===== src/core/sfcfe_defines.svh =====
`ifndef SFCFE_DEFINES_SVH
`define SFCFE_DEFINES_SVH

// ----------------------------------------------------------------
// command codes and framing
// ----------------------------------------------------------------
`define SFC_OP_LEGACY_READ  8'hE8
`define SFC_OP_PROTECT_SEQ  8'h3D
`define SFC_OPCODE_LAST     6'h07
`define SFC_ADDR_LAST       6'h17
`define SFC_DUMMY_LAST      6'h1F
`define SFC_TX_BITS_READ    7'h40
`define SFC_TX_BITS_CMD     7'h20

// ----------------------------------------------------------------
// array geometry
// ----------------------------------------------------------------
`define SFC_OFF_LAST_528    10'h20F
`define SFC_OFF_LAST_512    10'h1FF
`define SFC_PAGE_LAST       13'h1FFF

// ----------------------------------------------------------------
// timing
// ----------------------------------------------------------------
`define SFC_MCLK_NS         10
`define SFC_SCK_HALF_NS     80
`define SFC_SCK_HALF_CYC    ((`SFC_SCK_HALF_NS + `SFC_MCLK_NS - 1) / `SFC_MCLK_NS)
`define SFC_POR_NS          200
`define SFC_POR_CYC         ((`SFC_POR_NS + `SFC_MCLK_NS - 1) / `SFC_MCLK_NS)

`endif


===== src/core/sfcfe_pkg.sv =====
package sfcfe_pkg;

    typedef logic [7:0]  sfcfe_byte_t;
    typedef logic [12:0] sfcfe_page_t;
    typedef logic [9:0]  sfcfe_off_t;

    typedef enum logic [2:0] {
        DEV_IDLE,
        DEV_OPCODE,
        DEV_ADDR,
        DEV_DUMMY,
        DEV_STREAM,
        DEV_IGNORE,
        DEV_WAIT_CS
    } sfcfe_dev_state_t;

    typedef enum logic [1:0] {
        HOST_IDLE,
        HOST_SHIFT,
        HOST_READ,
        HOST_END
    } sfcfe_host_state_t;

endpackage


===== src/core/sfcfe_if.sv =====
`timescale 1ns/1ps

interface sfcfe_if;
    logic cs_n;
    logic sck;
    logic si;
    logic so;
    logic so_oe;
    logic wp_n;
    logic rst_n;

    modport dev (
        input  cs_n,
        input  sck,
        input  si,
        input  wp_n,
        input  rst_n,
        output so,
        output so_oe
    );

    modport host (
        output cs_n,
        output sck,
        output si,
        output wp_n,
        output rst_n,
        input  so,
        input  so_oe
    );
endinterface


===== src/core/sfcfe_device.sv =====
`timescale 1ns/1ps
`include "sfcfe_defines.svh"


module sfcfe_device (
    input  wire logic             i_mclk,
    input  wire logic             i_reset_n,
    sfcfe_if.dev                  link,
    input  wire logic             i_page_512,
    output logic                  o_cmd_valid,
    output sfcfe_pkg::sfcfe_byte_t o_cmd_opcode,
    output logic                  o_cmd_blocked,
    output logic                  o_read_active
);
    import sfcfe_pkg::*;

    // ----------------------------------------------------------------
    // helpers
    // ----------------------------------------------------------------
    function automatic logic is_prog_erase(input sfcfe_byte_t op);
        case (op)
            8'h02, 8'h81, 8'h82, 8'h83, 8'h84, 8'h85, 8'h86, 8'h87,
            8'h88, 8'h89, 8'h50, 8'h7C, 8'hC7, 8'h58, 8'h59: is_prog_erase = 1'b1;
            default: is_prog_erase = 1'b0;
        endcase
    endfunction

    // stand-in array content, derived from the address
    function automatic sfcfe_byte_t array_byte(input sfcfe_page_t pg, input sfcfe_off_t off);
        array_byte = pg[7:0] ^ off[7:0] ^ {6'h00, off[9:8]};
    endfunction

    // ----------------------------------------------------------------
    // pin synchronisers
    // ----------------------------------------------------------------
    logic [1:0] cs_s_q;
    logic [1:0] sck_s_q;
    logic [1:0] si_s_q;
    logic [1:0] wp_s_q;
    logic [1:0] rst_s_q;
    logic       cs_prev_q;
    logic       sck_prev_q;

    always_ff @(posedge i_mclk or negedge i_reset_n) begin
        if (!i_reset_n) begin
            cs_s_q     <= 2'h3;
            sck_s_q    <= 2'h0;
            si_s_q     <= 2'h0;
            wp_s_q     <= 2'h3;
            rst_s_q    <= 2'h0;
            cs_prev_q  <= 1'b1;
            sck_prev_q <= 1'b0;
        end else begin
            cs_s_q     <= {cs_s_q[0], link.cs_n};
            sck_s_q    <= {sck_s_q[0], link.sck};
            si_s_q     <= {si_s_q[0], link.si};
            wp_s_q     <= {wp_s_q[0], link.wp_n};
            rst_s_q    <= {rst_s_q[0], link.rst_n};
            cs_prev_q  <= cs_s_q[1];
            sck_prev_q <= sck_s_q[1];
        end
    end

    logic cs_n_sync;
    logic sck_rise;
    logic sck_fall;
    logic cs_fall;
    logic si_bit;

    assign cs_n_sync = cs_s_q[1];
    assign si_bit    = si_s_q[1];
    assign sck_rise  = sck_s_q[1] & ~sck_prev_q;
    assign sck_fall  = ~sck_s_q[1] & sck_prev_q;
    assign cs_fall   = cs_prev_q & ~cs_n_sync;

    // ----------------------------------------------------------------
    // internal power-on reset
    // ----------------------------------------------------------------
    logic [7:0] por_cnt_q;
    logic [7:0] por_cnt_d;
    logic       por_done;

    assign por_done = (por_cnt_q == 8'(`SFC_POR_CYC));

    always_comb begin
        por_cnt_d = por_done ? por_cnt_q : por_cnt_q + 8'h01;
    end

    always_ff @(posedge i_mclk or negedge i_reset_n) begin
        if (!i_reset_n) begin
            por_cnt_q <= 8'h00;
        end else begin
            por_cnt_q <= por_cnt_d;
        end
    end

    // ----------------------------------------------------------------
    // command and read engine
    // ----------------------------------------------------------------
    sfcfe_dev_state_t st_q, st_d;
    logic [5:0]       cnt_q, cnt_d;
    logic [22:0]      sr_q, sr_d;
    sfcfe_page_t      page_q, page_d;
    sfcfe_off_t       off_q, off_d;
    sfcfe_byte_t      dout_q, dout_d;
    logic [2:0]       obit_q, obit_d;
    logic             so_q, so_d;
    logic             oe_q, oe_d;
    logic             valid_q, valid_d;
    logic             blocked_q, blocked_d;
    sfcfe_byte_t      op_q, op_d;
    logic [23:0]      word;
    sfcfe_page_t      page_nx;
    sfcfe_off_t       off_nx;

    assign word = {sr_q, si_bit};

    always_comb begin
        page_nx = page_q;
        off_nx  = off_q + 10'h001;
        if (off_q == (i_page_512 ? `SFC_OFF_LAST_512 : `SFC_OFF_LAST_528)) begin
            off_nx = 10'h000;
            page_nx = (page_q == `SFC_PAGE_LAST) ? 13'h0000 : page_q + 13'h0001;
        end
    end

    always_comb begin
        st_d      = st_q;
        cnt_d     = cnt_q;
        sr_d      = sr_q;
        page_d    = page_q;
        off_d     = off_q;
        dout_d    = dout_q;
        obit_d    = obit_q;
        so_d      = so_q;
        oe_d      = oe_q;
        op_d      = op_q;
        valid_d   = 1'b0;
        blocked_d = 1'b0;
        if (!por_done || !rst_s_q[1]) begin
            st_d  = DEV_IDLE;
            cnt_d = 6'h00;
            oe_d  = 1'b0;
        end else if (cs_n_sync) begin
            st_d  = DEV_IDLE;
            cnt_d = 6'h00;
            oe_d  = 1'b0;
        end else begin
            case (st_q)
                DEV_IDLE: begin
                    if (cs_fall) begin
                        st_d  = DEV_OPCODE;
                        cnt_d = 6'h00;
                    end
                end
                DEV_OPCODE: begin
                    if (sck_rise) begin
                        sr_d  = word[22:0];
                        cnt_d = cnt_q + 6'h01;
                        if (cnt_q == `SFC_OPCODE_LAST) begin
                            op_d  = word[7:0];
                            cnt_d = 6'h00;
                            if (word[7:0] == `SFC_OP_LEGACY_READ) begin
                                st_d = DEV_ADDR;
                            end else if (is_prog_erase(word[7:0]) && !wp_s_q[1]) begin
                                st_d      = DEV_IGNORE;
                                blocked_d = 1'b1;
                            end else begin
                                st_d    = DEV_WAIT_CS;
                                valid_d = 1'b1;
                            end
                        end
                    end
                end
                DEV_ADDR: begin
                    if (sck_rise) begin
                        sr_d  = word[22:0];
                        cnt_d = cnt_q + 6'h01;
                        if (cnt_q == `SFC_ADDR_LAST) begin
                            cnt_d = 6'h00;
                            st_d  = DEV_DUMMY;
                            if (i_page_512) begin
                                page_d = word[21:9];
                                off_d  = {1'b0, word[8:0]};
                            end else begin
                                page_d = word[22:10];
                                off_d  = word[9:0];
                            end
                        end
                    end
                end
                DEV_DUMMY: begin
                    if (sck_rise) begin
                        cnt_d = cnt_q + 6'h01;
                        if (cnt_q == `SFC_DUMMY_LAST) begin
                            st_d    = DEV_STREAM;
                            dout_d  = array_byte(page_q, off_q);
                            obit_d  = 3'h0;
                            valid_d = 1'b1;
                        end
                    end
                end
                DEV_STREAM: begin
                    if (sck_fall) begin
                        so_d = dout_q[7];
                        oe_d = 1'b1;
                        if (obit_q == 3'h7) begin
                            page_d = page_nx;
                            off_d  = off_nx;
                            dout_d = array_byte(page_nx, off_nx);
                            obit_d = 3'h0;
                        end else begin
                            dout_d = {dout_q[6:0], 1'b0};
                            obit_d = obit_q + 3'h1;
                        end
                    end
                end
                DEV_IGNORE: begin
                    st_d = DEV_IGNORE;
                end
                DEV_WAIT_CS: begin
                    st_d = DEV_WAIT_CS;
                end
                default: begin
                    st_d = DEV_IDLE;
                end
            endcase
        end
    end

    always_ff @(posedge i_mclk or negedge i_reset_n) begin
        if (!i_reset_n) begin
            st_q      <= DEV_IDLE;
            cnt_q     <= 6'h00;
            sr_q      <= 23'h000000;
            page_q    <= 13'h0000;
            off_q     <= 10'h000;
            dout_q    <= 8'h00;
            obit_q    <= 3'h0;
            so_q      <= 1'b0;
            oe_q      <= 1'b0;
            op_q      <= 8'h00;
            valid_q   <= 1'b0;
            blocked_q <= 1'b0;
        end else begin
            st_q      <= st_d;
            cnt_q     <= cnt_d;
            sr_q      <= sr_d;
            page_q    <= page_d;
            off_q     <= off_d;
            dout_q    <= dout_d;
            obit_q    <= obit_d;
            so_q      <= so_d;
            oe_q      <= oe_d;
            op_q      <= op_d;
            valid_q   <= valid_d;
            blocked_q <= blocked_d;
        end
    end

    // ----------------------------------------------------------------
    // outputs
    // ----------------------------------------------------------------
    assign link.so       = so_q;
    assign link.so_oe    = oe_q;
    assign o_cmd_valid   = valid_q;
    assign o_cmd_opcode  = op_q;
    assign o_cmd_blocked = blocked_q;
    assign o_read_active = oe_q;
endmodule


===== src/flat_wrapper.sv =====
// flat-port wrapper written by rule: the top's interface ports become plain ports
module sfcfe_device_flat import sfcfe_pkg::*;
  (i_mclk, i_reset_n, i_page_512, o_cmd_valid, o_cmd_opcode, o_cmd_blocked, o_read_active, link_cs_n, link_sck, link_si, link_wp_n, link_rst_n, link_so, link_so_oe);
  sfcfe_if link_i ();
  input  wire logic i_mclk;
  input  wire logic i_reset_n;
  input  wire logic i_page_512;
  output logic o_cmd_valid;
  output sfcfe_pkg::sfcfe_byte_t o_cmd_opcode;
  output logic o_cmd_blocked;
  output logic o_read_active;
  input wire logic [$bits(link_i.cs_n)-1:0] link_cs_n;
  input wire logic [$bits(link_i.sck)-1:0] link_sck;
  input wire logic [$bits(link_i.si)-1:0] link_si;
  input wire logic [$bits(link_i.wp_n)-1:0] link_wp_n;
  input wire logic [$bits(link_i.rst_n)-1:0] link_rst_n;
  output wire logic [$bits(link_i.so)-1:0] link_so;
  output wire logic [$bits(link_i.so_oe)-1:0] link_so_oe;
  assign link_i.cs_n = link_cs_n;
  assign link_i.sck = link_sck;
  assign link_i.si = link_si;
  assign link_i.wp_n = link_wp_n;
  assign link_i.rst_n = link_rst_n;
  assign link_so = link_i.so;
  assign link_so_oe = link_i.so_oe;
  sfcfe_device u_core (.i_mclk(i_mclk), .i_reset_n(i_reset_n), .link(link_i), .i_page_512(i_page_512), .o_cmd_valid(o_cmd_valid), .o_cmd_opcode(o_cmd_opcode), .o_cmd_blocked(o_cmd_blocked), .o_read_active(o_read_active));
endmodule

===== config.mk =====
export PLATFORM = sky130hd
export DESIGN_NAME = sfcfe_device_flat
export DESIGN_NICKNAME = d
export VERILOG_FILES = /design/src/core/sfcfe_pkg.sv /design/src/core/sfcfe_if.sv /design/src/core/sfcfe_device.sv /design/src/flat_wrapper.sv
export VERILOG_INCLUDE_DIRS = /design/src /design/src/core
export SDC_FILE = /design/constraint.sdc
export NUM_CORES = 1
export LEC_CHECK = 0
export BUFFER_PORTS_ARGS = -buffer_cell sky130_fd_sc_hd__buf_4
export CAP_MARGIN = 20
export CORE_MARGIN = 1
export CORE_UTILIZATION = 42
export CTS_BUF_LIST = sky130_fd_sc_hd__clkbuf_4
export DETAILED_ROUTE_END_ITERATION = 10
export GPL_TIMING_DRIVEN = 0
export PLACE_DENSITY_LB_ADDON = 0.08
export SLEW_MARGIN = 15
export SYNTH_ARGS = -nofsm -noshare
export SYNTH_HDL_FRONTEND = slang
export SYNTH_SLANG_ARGS = --single-unit
export TNS_END_PERCENT = 10

===== constraint.sdc =====
create_clock -name i_mclk -period 3.7 [get_ports i_mclk]
set_clock_uncertainty 0.1 [all_clocks]
set_input_delay 0.925 -clock i_mclk [delete_from_list [all_inputs] [get_ports i_mclk]]
set_output_delay 0.925 -clock i_mclk [all_outputs]
set_load 0.01 [all_outputs]

==> summary.txt <==
Clock tree
  – CTS tree: yes
  – Root Buffer: clkbuf_4
  – CTS Buf Count: 9
  – Maximum clock insertion buffer count: 2
  – Setup repair bufs after CTS: 0
  – Clock slew at reported path FFs: 0.16 ns
  – Hold buffers post-CTS: 0
  – Clk Latency, worst-skew pair: ~0.49 ns
  – H-Tree Depth: 3
  – CTS Sinks: 97
  – Post-CTS sizing: 0

Worst setup path
  – Crit path max-delay family: buffers and inverters
  – CP Max Fanout: 10
  – Crit path from: u_core.st_q[1]$_DFFE_PN0P_
  – R2R depth: 7
  – CP startpoint kind: flop
  – Reg-to-reg critical path startpoint: u_core.st_q[1]$_DFFE_PN0P_
  – Worst EP arrival: 3.11 ns
  – Critical Path RT: a little under 4 ns
  – Crit. End Element: flop
  – Crit path kind: reg2reg
  – CP Depth: 7
  – Top cell by count, worst path: clkbuf_1
  – CP Cell Sequence: clkbuf_1 -> nor3b_1 -> clkbuf_1 -> clkbuf_1 -> o21ai_0 -> nand2_1 -> a22oi_1
  – CP bufs+invs: 3
  – Crit-path max cell delay: between 0.6 and 0.7 ns
  – Crit-path slowest cell: nor3b_1

Logic synthesis
  – Share of the synthesized area in the top cell type: 41.54%
  – Yosys Warn Count: 0
  – Cell Area, Synth: 0.005542 mm^2
  – Synth Instances: ~570
  – Synth cell types: just over 70
  – Mapped Nets: between 500 and 600
  – Number of synthesized register bits: 97
  – Post-synth EDFFs: 0
  – Cell taking the most area after synthesis: dfrtp_1
  – Synth top area cells: dfrtp_1 42%, mux2_2 6.5%, a21oi_1 3.3%
  – Post-synthesis average cell area: 9.654 um^2
  – Synth Flop Type: dfrtp_1
  – Ys async rst share: 100.0%
  – Register area share after synthesis: between 40% and 50%

Detailed routing
  – Post-DRT Antenna Nets: 0
  – Routed vias: between 4,000 and 5,000
  – DRT iter0 DRCs: between 300 and 400
  – Initial DRT Pass Iterations: 6
  – Post-Route WL: between 10,000 and 15,000 um
  – Residual DRC count: 0
  – DR WL/cell: about 18 um
  – Via-per-instance ratio: 5.694

STA
  – Setup TNS: 0 ns
  – Final hold vios: 0
  – Setup ws final: 0.8356 ns
  – Fmax: ~0.35 GHz
  – Final worst path period need: approximately 2.9 ns
  – Final Max Tran Viols: 0
  – Final setup violation count: 0
  – RSZ-0062 raised after global routing: false
  – Max_slew headroom: 41.77%
  – Crit share post-route: 77.42%
  – Worst hold-check slack: ~0.27 ns
  – Worst-Margin Slew: 0.8735 ns

Power
  – Flop pwr share: 61.3%
  – Combinational power share: a little under a tenth
  – Maximum VDD drop: between 0.15 and 0.2 mV
  – Ratio of total power to cell area: just under 300 mW/mm^2
  – Pint: roughly 0.0013 W
  – Clk pwr share: between 20 and 30%
  – Net Sw Power: 0.0005035 W
  – Leakage: roughly 2.6 nW
  – Switching share of power: 28.07%

Worst hold path
  – Worst Hold Class: reg2reg
  – WHS Path Cells: 0
  – Startpoint of the worst hold path: u_core.cs_s_q[1]$_DFF_PN1_

Die
  – Io pins: 21
  – Core Region: 0.01272 mm^2
  – Die area: 0.01366 mm^2
  – Initial Util: 43.56%
  – Die span in x: between 100 and 150 um
  – Die Height: 116.9 um
  – Row count: 41

GRT
  – Initial antenna violation count: 0
  – Pin count of the biggest net entering global routing: just under 100
  – Global-route wire length before repair: about 23,000 um
  – GRT Overall Usage: roughly 22%
  – Vias in the first global route: 4,229
  – GR Overflow Total: 0

Placement
  – Final RePlAce weighted congestion: 0.9193
  – Post-DP HPWL: slightly below 10,000 um
  – Dpl ws: roughly 0.57 ns
  – IO Port Bufs: 20

Outcome
  – Status: finished, final reports clean

Final layout
  – NumNets Final: just over 600
  – Ratio of cells with drive above 1 in the final layout: between 15 and 20%
  – Area Overhead vs Synth: 8.941%
  – Fillers: 1,277

Job
  – Max_cap viols: 0
## cell usage in the layout, fill, tap and decap left out, types with 4 or more instances in the layout
cell and n:
dfrtp_1 92, nor2_1 43, nand2_1 38, a21oi_1 37
mux2_2 32, o21ai_0 28, nand3_1 23, buf_4 23
clkbuf_1 21, nor3_1 20, inv_1 18, xnor2_1 18
mux2i_1 18, a31oi_1 12, nand2b_1 11, nor2b_1 11
buf_2 10, xor2_1 10, clkbuf_4 10, and3_1 9
a211oi_1 8, o31ai_1 7, ha_1 7, a21o_1 5
o22ai_1 5, dfstp_2 5, and2_1 4, buf_1 4
buf_6 4, o32a_1 4
## kinds of logic after synthesis
| kind of cell | Yosys count | share of synthesized area, % |
|---|---|---|
| muxes | 51 | 9.957 |
| adders and majority gates | 7 | 1.580 |
| and+or+nand+nor | 197 | 19.46 |
| AOI/OAI and AO/OA | 133 | 15.62 |
| xor gates and xnor gates | 28 | 4.425 |
| DFF | 97 | 43.92 |
| buffers and inverters | 61 | 5.035 |
## through the flow
stage | power [W] | area, um^2 | std cells | util, %
finish | 0.001793 | 6037 | 784 | 47.45
global route | 0.001877 | 6035 | 783 | 47.43
detailed placement | 0.001284 | 5911 | 766 | 46.46
global placement | 0.001280 | 5907 | 766 | 46.43
floorplan | 0.001221 | 5542 | 574 | -
CTS | 0.001814 | 6030 | 782 | 47.39
## final cells by class
type | instances | area, um^2 | share of cell area [%]
Inverter | 19 | 71.32 | 1.181
Timing Repair Buffer | 21 | 158.9 | 2.632
Tap cell | 172 | 215.2 | 3.565
Antenna cell | 1 | 2.502 | 0.04145
Clock inverter | 6 | 43.79 | 0.7254
Clock buffer | 10 | 75.07 | 1.244
Sequential cell | 97 | 2434 | 40.31
Multi-Input combinational cell | 416 | 2829 | 46.86
Buffer | 42 | 207.7 | 3.440
## routing by layer
| metal | wire [um] | vias up | global-route usage [%] |
|---|---|---|---|
| met5 | 0 | - | 0 |
| met4 | 371 | 0 | 9.283 |
| li1 | - | 2123 | - |
| met1 | 7050 | 2172 | 33.85 |
| met2 | 5661 | 142 | 30.81 |
| met3 | 663 | 27 | 3.244 |
## flip-flops by register name, indices dropped and copies added, names as in the netlist
signal and count:
u_core.cs_prev_q 1, u_core.link.so 1, u_core.sck_prev_q 1, u_core.o_cmd_valid 1, u_core.obit_q 3, u_core.cnt_q 6, u_core.si_s_q 2, u_core.o_cmd_blocked 1
u_core.link.so_oe 1, u_core.sck_s_q 2, u_core.o_cmd_opcode 8, u_core.page_q 13, u_core.dout_q 8, u_core.cs_s_q 2, u_core.rst_s_q 2, u_core.wp_s_q 2
u_core.st_q 3, u_core.sr_q 22, u_core.off_q 10, u_core.por_cnt_q 8
## final timing paths
| check | endpoint | slack, ns |
|---|---|---|
| min in group asynchronous | u_core.off_q[2]$_DFFE_PN0P_ | 0.43 |
| max | u_core.page_q[4]$_DFFE_PN0P_ | 0.84 |
| max reg2reg | u_core.page_q[4]$_DFFE_PN0P_ | 0.84 |
| min | u_core.cs_prev_q$_DFF_PN1_ | 0.27 |
| min reg2reg | u_core.cs_prev_q$_DFF_PN1_ | 0.27 |
| max in group asynchronous | u_core.sr_q[9]$_DFFE_PN0P_ | 2.49 |
## worst register-to-register path, delay by kind of cell, from the launching register on
kind,cells,cell delay [ns]
AOI/OAI and AO/OA,2,0.28
buffers and inverters,3,1.21
DFF,1,0.39
and+or+nand+nor,2,0.74
## power groups by stage
| stage | Clock [W] | Combinational (W) | Sequential [W] |
|---|---|---|---|
| 2_1_floorplan | 0 | 0.000108 | 0.00111 |
| 3_3_place_gp | 0 | 0.000162 | 0.00112 |
| 3_5_place_dp | 0 | 0.000165 | 0.00112 |
| 4_1_cts | 0.000550 | 0.000165 | 0.00110 |
| 5_1_grt | 0.000590 | 0.000185 | 0.00110 |
| 6_report | 0.000529 | 0.000165 | 0.00110 |
## cells in the mapped netlist (5+ instances only)
master and n:
a211oi_1 8, a21o_1 5, a21oi_1 37, a31oi_1 12
and3_1 9, buf_2 10, clkbuf_1 21, dfrtp_1 92
dfstp_2 5, ha_1 7, inv_1 18, mux2_2 32
mux2i_1 18, nand2_1 38, nand2b_1 11, nand3_1 23
nor2_1 43, nor2b_1 11, nor3_1 20, o21ai_0 28
o22ai_1 5, o31ai_1 7, xnor2_1 18, xor2_1 10
(Power assumes the default switching activity.)
